### src/core/mcx_regs.vh
// constants for the extended-resolution and pin/fan_speed_input configuration register pair
// assumes: included by bare name from the core/ design files, macros only
`ifndef MCX_REGS_VH
`define MCX_REGS_VH

// ==========================================================
// register offsets
`define MCX_OFS_EXT_LOW_TWO 8'h77
`define MCX_OFS_PIN_FAN_SPEED_INPUT_CFG 8'h78
`define MCX_OFS_UPPER_12V 8'h20
`define MCX_OFS_UPPER_REM1 8'h21
`define MCX_OFS_UPPER_LOCAL 8'h22
`define MCX_OFS_UPPER_REM2 8'h23

// ==========================================================
// reset values
`define MCX_RST_EXT_LOW_TWO 8'h00
`define MCX_RST_PIN_FAN_SPEED_INPUT_CFG 8'h00

// ==========================================================
// configuration field positions
`define MCX_BIT_ALERT_SEL 0
`define MCX_BIT_THERMAL_EVENT_PIN_EN 1
`define MCX_BIT_FAILSAFE_FULL_DRIVE 2
`define MCX_BIT_FAST 3
`define MCX_BIT_CONT_LO 4
`define MCX_BIT_CONT_HI 7

// ==========================================================
// multiuse pin select codes
`define MCX_SEL_FAN4 2'h0
`define MCX_SEL_THERMAL_EVENT_PIN 2'h1
`define MCX_SEL_ALERT 2'h2
`define MCX_SEL_GPIO 2'h3

// ==========================================================
// timing, in printed units, and the clock rate
`define MCX_CLK_KHZ 50000
`define MCX_CLK_MHZ 50
`define MCX_FAN_SPEED_INPUT_SLOW_MS 1000
`define MCX_FAN_SPEED_INPUT_FAST_MS 250
`define MCX_THERMAL_EVENT_PIN_RES_US 22760

`endif

### src/core/mcx_freeze.v
// snapshot store for four 10-bit results with read-triggered freeze
// assumes: results and their strobe come from logic on clk_in
`timescale 1ns/10ps

module mcx_freeze (
	input wire clk_in, // system clock
	input wire reset_in, // synchronous reset, active high
	input wire sample_valid_in, // new results present this cycle
	input wire [39:0] result_in, // four 10-bit results, channel 0 lowest
	input wire ext_read_in, // low-bits register read this cycle
	input wire [3:0] upper_read_in, // upper-byte register read, per channel
	output wire [31:0] upper_out, // stored upper bytes, channel 0 lowest
	output wire [7:0] low_out, // packed low bits, channel 0 in [1:0]
	output wire [39:0] full_out, // joined 10-bit results
	output wire frozen_out // any upper byte still awaiting its read
);

	reg [3:0] pending;
	wire [3:0] next_pending;
	wire frozen;

	// the freeze covers every upper byte until each one is read
	assign frozen = |pending;
	assign frozen_out = frozen;

	// ==========================================================
	// per-channel snapshot
	genvar i;
	generate
		for (i = 0; i < 4; i = i + 1) begin : g_chan
			reg [9:0] shadow;

			// a fresh low-bits read restarts the freeze, so set beats clear
			assign next_pending[i] = ext_read_in ? 1'b1 : (upper_read_in[i] ? 1'b0 : pending[i]);

			always @(posedge clk_in) begin
				if (reset_in) begin
					shadow <= 10'h000;
					pending[i] <= 1'b0;
				end else begin
					pending[i] <= next_pending[i];
					// no update while frozen, so a split read never mixes two samples
					if (sample_valid_in && !frozen && !ext_read_in) begin
						shadow <= result_in[i*10 +: 10];
					end
				end
			end

			assign upper_out[i*8 +: 8] = shadow[9:2];
			assign low_out[i*2 +: 2] = shadow[1:0];
			// upper byte first, then its two low bits
			assign full_out[i*10 +: 10] = {shadow[9:2], shadow[1:0]};
		end
	endgenerate

endmodule // mcx_freeze

### src/core/mcx_fan_speed_input_sched.v
// fan_speed_input measurement scheduler: one start pulse per measurement period
// assumes: fast_in is a register bit on clk_in
`timescale 1ns/10ps
`include "mcx_regs.vh"

module mcx_fan_speed_input_sched #(
	parameter [25:0] SLOW_CYCLES = `MCX_FAN_SPEED_INPUT_SLOW_MS * `MCX_CLK_KHZ, // cycles per slow period
	parameter [25:0] FAST_CYCLES = `MCX_FAN_SPEED_INPUT_FAST_MS * `MCX_CLK_KHZ // cycles per fast period
) (
	input wire clk_in, // system clock
	input wire reset_in, // synchronous reset, active high
	input wire fast_in, // select the short period
	output reg start_out // one-cycle measurement start
);

	reg [25:0] count;
	wire [25:0] period;
	wire wrap;

	assign period = fast_in ? FAST_CYCLES : SLOW_CYCLES;
	// >= so that a switch to fast mid-count wraps at once instead of running on
	assign wrap = (count >= (period - 26'h0000001));

	// ==========================================================
	// period counter
	always @(posedge clk_in) begin
		if (reset_in) begin
			count <= 26'h0000000;
			start_out <= 1'b0;
		end else begin
			start_out <= wrap;
			if (wrap) begin
				count <= 26'h0000000;
			end else begin
				count <= count + 26'h0000001;
			end
		end
	end

endmodule // mcx_fan_speed_input_sched

### src/core/mcx_top.v
// extended-resolution low bits and pin/fan_speed_input configuration for the fan and thermal monitor
// assumes: the serial bus engine presents a one-cycle register read/write port on clk_in,
// the lock bit and the other configuration fields come from registers on clk_in,
// and pins 22 and 14 are asynchronous and active low when used as thermal inputs
`timescale 1ns/10ps
`include "mcx_regs.vh"

module mcx_top #(
	parameter [20:0] THERMAL_EVENT_PIN_TICK_CYCLES = `MCX_THERMAL_EVENT_PIN_RES_US * `MCX_CLK_MHZ, // cycles per timer step
	parameter [25:0] FAN_SPEED_INPUT_SLOW_CYCLES = `MCX_FAN_SPEED_INPUT_SLOW_MS * `MCX_CLK_KHZ, // slow fan_speed_input period
	parameter [25:0] FAN_SPEED_INPUT_FAST_CYCLES = `MCX_FAN_SPEED_INPUT_FAST_MS * `MCX_CLK_KHZ // fast fan_speed_input period
) (
	input wire clk_in, // 50 MHz system clock
	input wire reset_in, // synchronous reset, active high
	input wire [7:0] reg_addr_in, // register offset
	input wire reg_wr_in, // one-cycle write strobe
	input wire reg_rd_in, // one-cycle read strobe
	input wire [7:0] reg_wdata_in, // write data
	output reg [7:0] reg_rdata_out, // read data, one cycle after the strobe
	output reg reg_rvalid_out, // read data valid pulse
	input wire lock_in, // lock bit of configuration one
	input wire thermal_event_pin_bidir_in, // configuration five two-way bits set
	input wire [1:0] multiuse_pin_select_in, // pin 14 function code of configuration four
	input wire sample_valid_in, // new conversion results this cycle
	input wire [9:0] volt12_in, // 12 V result
	input wire [9:0] remote_one_in, // remote one temperature result
	input wire [9:0] local_in, // local temperature result
	input wire [9:0] remote_two_in, // remote two temperature result
	input wire alert_req_in, // unmasked out-of-limit condition present
	input wire fan_drive_two_in, // second fan drive waveform
	input wire overtemp_in, // device wants to assert the thermal pin
	input wire thermal_event_pin_in, // pin 22 level
	input wire pin14_in, // pin 14 level
	output reg pin10_out, // shared pin 10 output level
	output reg pin10_oe_out, // shared pin 10 drive enable
	output reg thermal_event_pin_out, // pin 22 output level
	output reg thermal_event_pin_oe_out, // pin 22 drive enable
	output reg pin14_out, // pin 14 output level
	output reg pin14_oe_out, // pin 14 drive enable
	output reg pin22_thermal_out, // pin 22 is the thermal pin, else 2.5 V input
	output reg [3:0] pin14_role_out, // one-hot: fan4 speed, thermal, alert, general io six
	output reg full_speed_out, // run all fans at full speed
	output reg failsafe_full_drive_out, // run all fans at highest programmed duty
	output reg [7:0] thermal_event_pin_time_out, // thermal assertion time in timer steps
	output reg thermal_event_pin_assert_out, // pulse on each new thermal assertion
	output reg fan_speed_input_start_out, // fan_speed_input measurement start pulse
	output reg [3:0] fan_speed_input_continuous_out, // per-channel continuous measurement
	output reg [3:0] stretch_enable_out, // per-channel pulse stretching allowed
	output reg [39:0] result_out, // four joined 10-bit results, 12 V lowest
	output reg frozen_out // upper bytes held awaiting reads
);

	// ==========================================================
	// pin 14 role decode, shared by the role output and the pin logic
	function [3:0] role_of;
		input [1:0] sel;
		begin
			case (sel)
				`MCX_SEL_FAN4: role_of = 4'h1;
				`MCX_SEL_THERMAL_EVENT_PIN: role_of = 4'h2;
				`MCX_SEL_ALERT: role_of = 4'h4;
				`MCX_SEL_GPIO: role_of = 4'h8;
				default: role_of = 4'h1;
			endcase
		end
	endfunction

	reg [7:0] cfg;
	reg [1:0] p22_sync;
	reg [1:0] p14_sync;
	reg thermal_event_pin_prev;
	reg [20:0] tick_cnt;
	wire [3:0] role14;
	wire p22_thermal;
	wire p14_thermal;
	wire thermal_event_pin_enabled;
	wire drive_thermal_event_pin;
	wire ext_assert;
	wire wr_cfg;
	wire rd_ext;
	wire [3:0] rd_upper;
	wire [31:0] upper;
	wire [7:0] low_bits;
	wire [39:0] full;
	wire frozen;
	wire fan_speed_input_pulse;
	wire step;

	// ==========================================================
	// register access decode
	assign wr_cfg = reg_wr_in && (reg_addr_in == `MCX_OFS_PIN_FAN_SPEED_INPUT_CFG) && !lock_in;
	assign rd_ext = reg_rd_in && (reg_addr_in == `MCX_OFS_EXT_LOW_TWO);
	assign rd_upper[0] = reg_rd_in && (reg_addr_in == `MCX_OFS_UPPER_12V);
	assign rd_upper[1] = reg_rd_in && (reg_addr_in == `MCX_OFS_UPPER_REM1);
	assign rd_upper[2] = reg_rd_in && (reg_addr_in == `MCX_OFS_UPPER_LOCAL);
	assign rd_upper[3] = reg_rd_in && (reg_addr_in == `MCX_OFS_UPPER_REM2);

	// configuration register; a locked write leaves it untouched
	always @(posedge clk_in) begin
		if (reset_in) begin
			cfg <= `MCX_RST_PIN_FAN_SPEED_INPUT_CFG;
		end else if (wr_cfg) begin
			cfg <= reg_wdata_in;
		end
	end

	// ==========================================================
	// snapshot store of the four results
	mcx_freeze u_freeze (
		.clk_in(clk_in),
		.reset_in(reset_in),
		.sample_valid_in(sample_valid_in),
		.result_in({remote_two_in, local_in, remote_one_in, volt12_in}),
		.ext_read_in(rd_ext),
		.upper_read_in(rd_upper),
		.upper_out(upper),
		.low_out(low_bits),
		.full_out(full),
		.frozen_out(frozen)
	);

	// read mux; the snapshot is sampled in the strobe cycle, before the freeze lands
	always @(posedge clk_in) begin
		if (reset_in) begin
			reg_rdata_out <= 8'h00;
			reg_rvalid_out <= 1'b0;
		end else begin
			reg_rvalid_out <= reg_rd_in;
			if (reg_rd_in) begin
				case (reg_addr_in)
					`MCX_OFS_EXT_LOW_TWO: reg_rdata_out <= {low_bits[7:6], low_bits[5:4],
						low_bits[3:2], low_bits[1:0]};
					`MCX_OFS_PIN_FAN_SPEED_INPUT_CFG: reg_rdata_out <= cfg;
					`MCX_OFS_UPPER_12V: reg_rdata_out <= upper[7:0];
					`MCX_OFS_UPPER_REM1: reg_rdata_out <= upper[15:8];
					`MCX_OFS_UPPER_LOCAL: reg_rdata_out <= upper[23:16];
					`MCX_OFS_UPPER_REM2: reg_rdata_out <= upper[31:24];
					default: reg_rdata_out <= 8'h00;
				endcase
			end
		end
	end

	// ==========================================================
	// pin synchronisers; only the second stage is read
	always @(posedge clk_in) begin
		if (reset_in) begin
			p22_sync <= 2'h3;
			p14_sync <= 2'h3;
		end else begin
			p22_sync <= {p22_sync[0], thermal_event_pin_in};
			p14_sync <= {p14_sync[0], pin14_in};
		end
	end

	// ==========================================================
	// pin roles
	assign role14 = role_of(multiuse_pin_select_in);
	// pin 22 stays the 2.5 V input for code 01 even with thermal enabled
	assign p22_thermal = cfg[`MCX_BIT_THERMAL_EVENT_PIN_EN] && (multiuse_pin_select_in != `MCX_SEL_THERMAL_EVENT_PIN);
	assign p14_thermal = role14[1];
	assign thermal_event_pin_enabled = p22_thermal || p14_thermal;
	// device drives the thermal pin only in two-way mode
	assign drive_thermal_event_pin = thermal_event_pin_enabled && thermal_event_pin_bidir_in && overtemp_in;
	// external assertion seen only while the pin is an input, so our own drive never loops back
	assign ext_assert = !drive_thermal_event_pin && ((p22_thermal && !p22_sync[1]) || (p14_thermal && !p14_sync[1]));

	// pin drivers and role reporting
	always @(posedge clk_in) begin
		if (reset_in) begin
			pin10_out <= 1'b0;
			pin10_oe_out <= 1'b0;
			thermal_event_pin_out <= 1'b0;
			thermal_event_pin_oe_out <= 1'b0;
			pin14_out <= 1'b0;
			pin14_oe_out <= 1'b0;
			pin22_thermal_out <= 1'b0;
			pin14_role_out <= 4'h1;
		end else begin
			pin22_thermal_out <= p22_thermal;
			pin14_role_out <= role14;
			// alert is open drain, pulled low only while a condition is present
			if (cfg[`MCX_BIT_ALERT_SEL]) begin
				pin10_out <= 1'b0;
				pin10_oe_out <= alert_req_in;
			end else begin
				pin10_out <= fan_drive_two_in;
				pin10_oe_out <= 1'b1;
			end
			thermal_event_pin_out <= 1'b0;
			thermal_event_pin_oe_out <= p22_thermal && drive_thermal_event_pin;
			pin14_out <= 1'b0;
			pin14_oe_out <= (p14_thermal && drive_thermal_event_pin) || (role14[2] && alert_req_in);
		end
	end

	// ==========================================================
	// fan overrides
	always @(posedge clk_in) begin
		if (reset_in) begin
			full_speed_out <= 1'b0;
			failsafe_full_drive_out <= 1'b0;
		end else begin
			full_speed_out <= drive_thermal_event_pin;
			failsafe_full_drive_out <= ext_assert && cfg[`MCX_BIT_FAILSAFE_FULL_DRIVE];
		end
	end

	// ==========================================================
	// thermal assertion timer; steps saturate rather than wrap so a long event never reads short
	assign step = (tick_cnt == (THERMAL_EVENT_PIN_TICK_CYCLES - 21'h000001));

	always @(posedge clk_in) begin
		if (reset_in) begin
			thermal_event_pin_prev <= 1'b0;
			tick_cnt <= 21'h000000;
			thermal_event_pin_time_out <= 8'h00;
			thermal_event_pin_assert_out <= 1'b0;
		end else begin
			thermal_event_pin_prev <= ext_assert;
			thermal_event_pin_assert_out <= ext_assert && !thermal_event_pin_prev && thermal_event_pin_enabled;
			if (!thermal_event_pin_enabled || !ext_assert) begin
				tick_cnt <= 21'h000000;
				if (!thermal_event_pin_enabled) begin
					thermal_event_pin_time_out <= 8'h00;
				end
			end else if (!thermal_event_pin_prev) begin
				tick_cnt <= 21'h000000;
				thermal_event_pin_time_out <= 8'h00;
			end else if (step) begin
				tick_cnt <= 21'h000000;
				if (thermal_event_pin_time_out != 8'hFF) begin
					thermal_event_pin_time_out <= thermal_event_pin_time_out + 8'h01;
				end
			end else begin
				tick_cnt <= tick_cnt + 21'h000001;
			end
		end
	end

	// ==========================================================
	// fan_speed_input scheduling and per-channel modes
	mcx_fan_speed_input_sched #(
		.SLOW_CYCLES(FAN_SPEED_INPUT_SLOW_CYCLES),
		.FAST_CYCLES(FAN_SPEED_INPUT_FAST_CYCLES)
	) u_sched (
		.clk_in(clk_in),
		.reset_in(reset_in),
		.fast_in(cfg[`MCX_BIT_FAST]),
		.start_out(fan_speed_input_pulse)
	);

	// continuous channels skip stretching; dc drive of fans 1 and 2 is the system's job
	always @(posedge clk_in) begin
		if (reset_in) begin
			fan_speed_input_start_out <= 1'b0;
			fan_speed_input_continuous_out <= 4'h0;
			stretch_enable_out <= 4'hF;
		end else begin
			fan_speed_input_start_out <= fan_speed_input_pulse;
			fan_speed_input_continuous_out <= cfg[`MCX_BIT_CONT_HI:`MCX_BIT_CONT_LO];
			stretch_enable_out <= ~cfg[`MCX_BIT_CONT_HI:`MCX_BIT_CONT_LO];
		end
	end

	// ==========================================================
	// joined results and freeze status
	always @(posedge clk_in) begin
		if (reset_in) begin
			result_out <= 40'h0000000000;
			frozen_out <= 1'b0;
		end else begin
			result_out <= full;
			frozen_out <= frozen;
		end
	end

endmodule // mcx_top

### config.mk
export PLATFORM = sky130hd
export DESIGN_NAME = mcx_top
export DESIGN_NICKNAME = d
export VERILOG_FILES = /design/src/core/mcx_freeze.v /design/src/core/mcx_fan_speed_input_sched.v /design/src/core/mcx_top.v
export VERILOG_INCLUDE_DIRS = /design/src /design/src/core
export SDC_FILE = /design/constraint.sdc
export NUM_CORES = 1
export LEC_CHECK = 0
export BUFFER_PORTS_ARGS = -buffer_cell sky130_fd_sc_hd__buf_4
export CORE_MARGIN = 5
export CORE_UTILIZATION = 58
export DETAILED_ROUTE_END_ITERATION = 10
export PLACE_DENSITY = 0.94
export SLEW_MARGIN = 20
export SYNTH_ARGS = -nofsm -noshare
export SYNTH_HDL_FRONTEND = slang
export SYNTH_SLANG_ARGS = --single-unit
### constraint.sdc
create_clock -name clk_in -period 3.3 [get_ports clk_in]
set_clock_uncertainty 0.1 [all_clocks]
set_input_delay 0.165 -clock clk_in [delete_from_list [all_inputs] [get_ports clk_in]]
set_output_delay 0.165 -clock clk_in [all_outputs]
set_load 0.02 [all_outputs]
======== Word-level counts from Yosys, hierarchy flattened ========
Cells that the tools add are included.
cells by class
  add/subtract/negate cells ............... 4
  order comparisons ....................... 1
  equality and inequality tests ........... 15
  muxes and demuxes ....................... 17
  bitwise gates (word level) .............. 2
  reduce and logical (&&, ||, !) cells .... 44
operators with widths
  kind                                                                   count
  8-bit case mux with 6 select lines                                     1
  8-bit two-way mux                                                      5
  8-bit by 6-bit equality test with 1-bit output, second input constant  4
  26-bit by 1-bit adder with 26-bit output, second input constant        1
  26-bit greater-or-equal comparator                                     1
  26-bit two-way mux                                                     1
  26-bit by 1-bit subtractor with 26-bit output, second input constant   1
  21-bit by 1-bit adder with 21-bit output, second input constant        1
  21-bit equality test, second input constant                            1
  1-bit logical AND                                                      21
  8-bit by 7-bit equality test with 1-bit output, second input constant  2
  4-bit case mux with 4 select lines                                     1
  1-bit logical NOT                                                      9
  1-bit two-way mux                                                      9
  8-bit by 1-bit adder with 8-bit output, second input constant          1
  8-bit != test, second input constant                                   1
  2-bit nonzero test                                                     4
  4-bit OR reduction                                                     2
  3-bit by 1-bit != test with 1-bit output, second input constant        2
  2-bit equality test, second input constant                             2
  1-bit logical OR                                                       4
  4-bit NOT                                                              1
  2-bit OR reduction                                                     2
  3-bit AND reduction                                                    1
  other kinds (5)                                                        5
word-level totals
  bits in registers ....................... 184
  input bits .............................. 70
  output and inout bits ................... 81
  logic and storage cells ................. 115

======== Logic depth before layout (Yosys ltp) ========
  depth in word-level cells ............... 11
  depth in mapped cells ................... 8
  mapped depth without buffers ............ 7

======== By module ========
Synthesis repeated with hierarchy kept, for this count alone.
second synthesis, totals
  cell total of the unflattened synthesis .. 835
  area, all modules ....................... 8077.7 um^2
modules (own cells, without submodules)
  module                     instances  cells each  area each (um^2)  seq. area each (um^2)
  mcx_top                    1          436         4305.4            2262.2
  mcx_freeze                 1          231         2240.9            880.8
  mcx_fan_speed_input_sched  1          168         1531.5            540.5

======== Worst setup path after synthesis ========
Ideal clock, no wire load.
  path type ............................... register -> register
  start ................................... register cfg[3]
  end ..................................... register u_sched.count[17]
  setup time .............................. 0.117 ns
  arrival time ............................ 1.859 ns
  required time ........................... 3.083 ns
  setup slack ............................. 1.224 ns
  stages on the path, launching flop included .. 9
  buffers on the path ..................... 1
  clock period less this slack ............ 2.076 ns
  path through ............................ dfxtp_1 inv_1 ha_1 o21ai_0 a211oi_1 o211ai_1 o211ai_1 buf_2 nor2_1
between the ends
  word-level cells in the longest chain between the ends .. 4
RTL lines
  item                                           RTL line                        text
  start: declaration                             mcx_top.v:68                    reg [7:0] cfg;
  start signal: assignment                       mcx_top.v:101                   cfg <= `MCX_RST_PIN_FAN_SPEED_INPUT_CFG;
  start signal: assignment                       mcx_top.v:103                   cfg <= reg_wdata_in;
  26-bit two-way mux                             mcx_fan_speed_input_sched.v:20  assign period = fast_in ? FAST_CYCLES : SLOW_CYCLES;
  26-bit by 1-bit subtractor with 26-bit output  mcx_fan_speed_input_sched.v:22  assign wrap = (count >= (period - 26'h0000001));
  26-bit greater-or-equal comparator             mcx_fan_speed_input_sched.v:22
  2-bit OR reduction (no line)                   --
  end signal: assignment                         mcx_fan_speed_input_sched.v:35  count <= count + 26'h0000001;
  end: declaration                               mcx_fan_speed_input_sched.v:16  reg [25:0] count;
Every way passes these cells.
A chain may end at the register's enable or synchronous reset.

======== Final worst setup path ========
Same ends and word-level chain as after synthesis.

==> results.tsv <==
stage	metric	value	unit
die	standard-cell rows	40	
global_routing	largest net degree at the start of global routing	77	
placed_design	gpl congestion	0.916	
final_layout	multi-input logic area	3180	um^2
sta	unrepaired setup endpoints after global routing	false	
synthesis	#FFs+latches synth	184	
synthesis	top cells by count, synth	184 x dfxtp_1, 120 x nand2_1, 77 x nor2_1, 53 x a21oi_1, 47 x nor2b_1	
synthesis	dominant cells by area after synthesis	dfxtp_1 52%, nand2_1 6.4%, nor2b_1 4.1%, nor2_1 4.1%, a21oi_1 3.7%	
power_and_ir_drop	total power	4.72	mW
synthesis	Post-Syn Area	7090	um^2
synthesis	Syn Area/Cell	9.04	um^2
clocking	CTS Sinks	184	
synthesis	synthesized instance count	784	
synthesis	XOR/XNOR Fraction of Synth Area	5.31	%
final_layout	Synth-to-Final Area Change	33.0	%
final_layout	Reg area	3680	um^2
synthesis	largest family of logic cells by synthesized area	simple AND/OR/NAND/NOR gates	
global_routing	total congestion overflow	0	
clocking	root buf cell	clkbuf_16	
setup_path	Startpoint Class	flop	
clocking	Clk Latency, worst-skew pair	430	ps
route	drt wl/cell	18.9	um
synthesis	Synth top area share	52.0	%
power_and_ir_drop	Switching Power	1.05	mW
power_and_ir_drop	Internal	3.67	mW
route	Vias/cell	5.87	
synthesis	Ys Warns	0	
synthesis	ys async rst share	0	%
setup_path	worst reg2reg path depth	8	
sta	final period utilization	73.1	%
route	Detail Route Antenna Nets	0	
synthesis	mux cell area share after synthesis	2.70	%
synthesis	most used flip-flop cell after synthesis	dfxtp_1	
sta	setup_tns	0	ps
worst_hold_path	Min-Delay Path Depth	3	
route	drt pass-1 iters	8	
power_and_ir_drop	Combinational Power Share	7.4	%
setup_path	Crit path max-delay family	simple AND/OR/NAND/NOR gates	
die	Core Box Area	12000	um^2
placed_design	port buffer count	148	
route	DRC	0	
power_and_ir_drop	power share of the clock group	43.5	%
final_layout	fin nets	1057	
setup_path	crit path max fanout	11	
final_layout	layout cells sized above 1	20.7	%
sta	fmax	415	MHz
die	starting density of the core	59.0	%
worst_hold_path	Worst Hold Class	primary input to flop	
setup_path	CP Capture Type	flop	
final_layout	antenna cell count	0	
synthesis	sequential share of the synthesized area	52.0	%
synthesis	post-synthesis adder-cell area fraction	1.94	%
run_status	status	finished clean	
setup_path	Arr. time, crit path	2670	ps
power_and_ir_drop	Peak supply drop	390	uV
clocking	Clock Path Buffers	2	
clocking	CTS buffer count	17	
sta	Rel. slew slack	45.1	%
placed_design	HPWL Detailed	12800	um
job	max cap viols	0	
setup_path	Crit-path slowest cell	dfxtp_1	
synthesis	post-synth cell types	55	
die	Die Wd	121	um
setup_path	CP Data Required Time	3560	ps
route	DR iter-0 viols	981	
sta	Slew Viols, Final	0	
sta	Worst-Margin Slew	815	ps
power_and_ir_drop	leakage power	3.91	nW
final_layout	Fillers	679	
die	DIE HEIGHT	121	um
setup_path	delay of the slowest cell on the worst path	550	ps
global_routing	first-pass GRT wire length	34800	um
route	Vias	6673	
sta	Tmin final	2410	ps
clocking	htree depth	4	
setup_path	cell chain of the critical path	inv_1, ha_1, a21oi_1, nor3_1, nor4_1, o211ai_1, buf_4, nor2_1	
setup_path	Crit. path cell count	8	
power_and_ir_drop	Switching Share	22.3	%
synthesis	Synth Area in Compound Gates	9.09	%
synthesis	EDFF count, synth	0	
route	Routed Wire Length	21500	um
synthesis	area leader, netlist	dfxtp_1	
clocking	TritonCTS clock tree	yes	
setup_path	Setup CP Type	flop to flop	
synthesis	top-count cell post-synth	dfxtp_1	
synthesis	simple-gate area share of the yosys netlist	25.7	%
power_and_ir_drop	pwr dens	500	nW/um^2
setup_path	Buf/Inv on CP	2	
die	I/O pins	151	
clocking	Post-CTS Setup Inserts	0	
die	Die ar.	14500	um^2
power_and_ir_drop	Reg power frac	49.1	%
clocking	clk slew on worst S/H paths	60	ps
global_routing	vias in the first global route	6696	
global_routing	initial antenna violation count	0	
sta	Final setup viols	0	
global_routing	gr usage total	30.3	%
sta	Fin. Hold Viols	0	
-- layout by cell type, fill, tap and decap left out, drive strengths merged, types with 7 or more instances in the layout --
| master | Yosys | final |
|---|---|---|
| ha | 11 | 11 |
| mux2 | 7 | 7 |
| xnor2 | 14 | 14 |
| nor2 | 77 | 77 |
| and3 | 14 | 14 |
| a21oi | 53 | 53 |
| mux2i | 9 | 9 |
| buf | 16 | 155 |
| or2 | 7 | 7 |
| inv | 17 | 17 |
| o21ai | 19 | 19 |
| dlygate4sd3 | 0 | 56 |
| a211oi | 8 | 8 |
| dfxtp | 184 | 184 |
| clkbuf | 23 | 25 |
| xor2 | 29 | 29 |
| nor4 | 9 | 9 |
| nand3 | 29 | 29 |
| nand4 | 16 | 16 |
| a22oi | 7 | 7 |
| nand2 | 120 | 120 |
| nor3 | 8 | 8 |
| nor2b | 47 | 47 |
| a22o | 7 | 7 |
-- sequential cells by signal, summed over array words and instances (netlist names), 2 cells and up --
| signal | count |
|---|---|
| cfg | 8 |
| thermal_event_pin_time_out | 8 |
| u_freeze.pending | 4 |
| reg_rdata_out | 8 |
| u_freeze.g_chan.shadow | 40 |
| tick_cnt | 21 |
| result_out | 40 |
| p22_sync | 2 |
| u_sched.count | 26 |
| pin14_role_out | 4 |
| fan_speed_input_continuous_out | 4 |
| p14_sync | 2 |
| stretch_enable_out | 4 |
-- kinds of logic after synthesis --
logic type / count (synthesis)
compound gates: 108
xor+xnor: 43
fa+ha+maj: 11
buf+inv: 56
flops: 184
mux: 17
other cells: 1
simple gates: 364
-- layer usage --
| metal | wire length [um] | share of wire [%] | global-route usage [%] | vias up |
|---|---|---|---|---|
| li1 | - | - | - | 3035 |
| met1 | 8110 | 38 | 36.1 | 3130 |
| met2 | 10600 | 49 | 50.8 | 420 |
| met3 | 1740 | 8.1 | 6.88 | 88 |
| met4 | 1110 | 5.2 | 15.9 | 0 |
| met5 | 0 | 0 | 0 | - |
-- power by group through the flow --
stage               Combinational [mW]  Sequential (mW)  Clock, mW
finish                           0.350             2.32       2.05
global route                     0.373             2.32       2.16
CTS                              0.339             2.31       2.03
detailed placement               0.282             2.36          0
global placement                 0.275             2.36          0
floorplan                        0.120             2.38          0
-- cell type report --
type,instances,share of cell area [%]
multi-input combinational,545,33.7
inverter,17,0.677
clock inverter,7,0.955
clock buffer,25,5.36
timing repair buffer,211,18.3
tap,147,1.95
sequential,184,39.1
-- worst paths after layout --
kind	from	endpoint	slack, ps
worst max-delay path	cfg[3]	u_sched.count[17]	890
worst min-delay path	thermal_event_pin_bidir_in	full_speed_out	10
worst max register to register	cfg[3]	u_sched.count[17]	890
worst min register to register	p22_sync[0]	p22_sync[1]	330
-- stage by stage --
step	hold WS (ps)	area, um^2	setup slack, ps	cells	util, %
floorplan	141	7090	1220	785	-
global placement	254	8280	1130	1048	68.9
detailed placement	271	8280	1040	1048	68.9
CTS	1.44	9430	977	1136	78.5
global route	30.3	9430	753	1136	78.5
finish	14.9	9430	888	1136	78.5
-- tightest hold or removal path: cells and delay by family --
family	cells	cell delay [ps]
AND/OR/NAND/NOR	2	260
buffers and inverters	1	80
-- what timing repair did --
action,in CTS,in global routing
hold buffers,56,0
resized for setup,0,0
hold endpoints to repair,58,0
(Power assumes the default switching activity.)
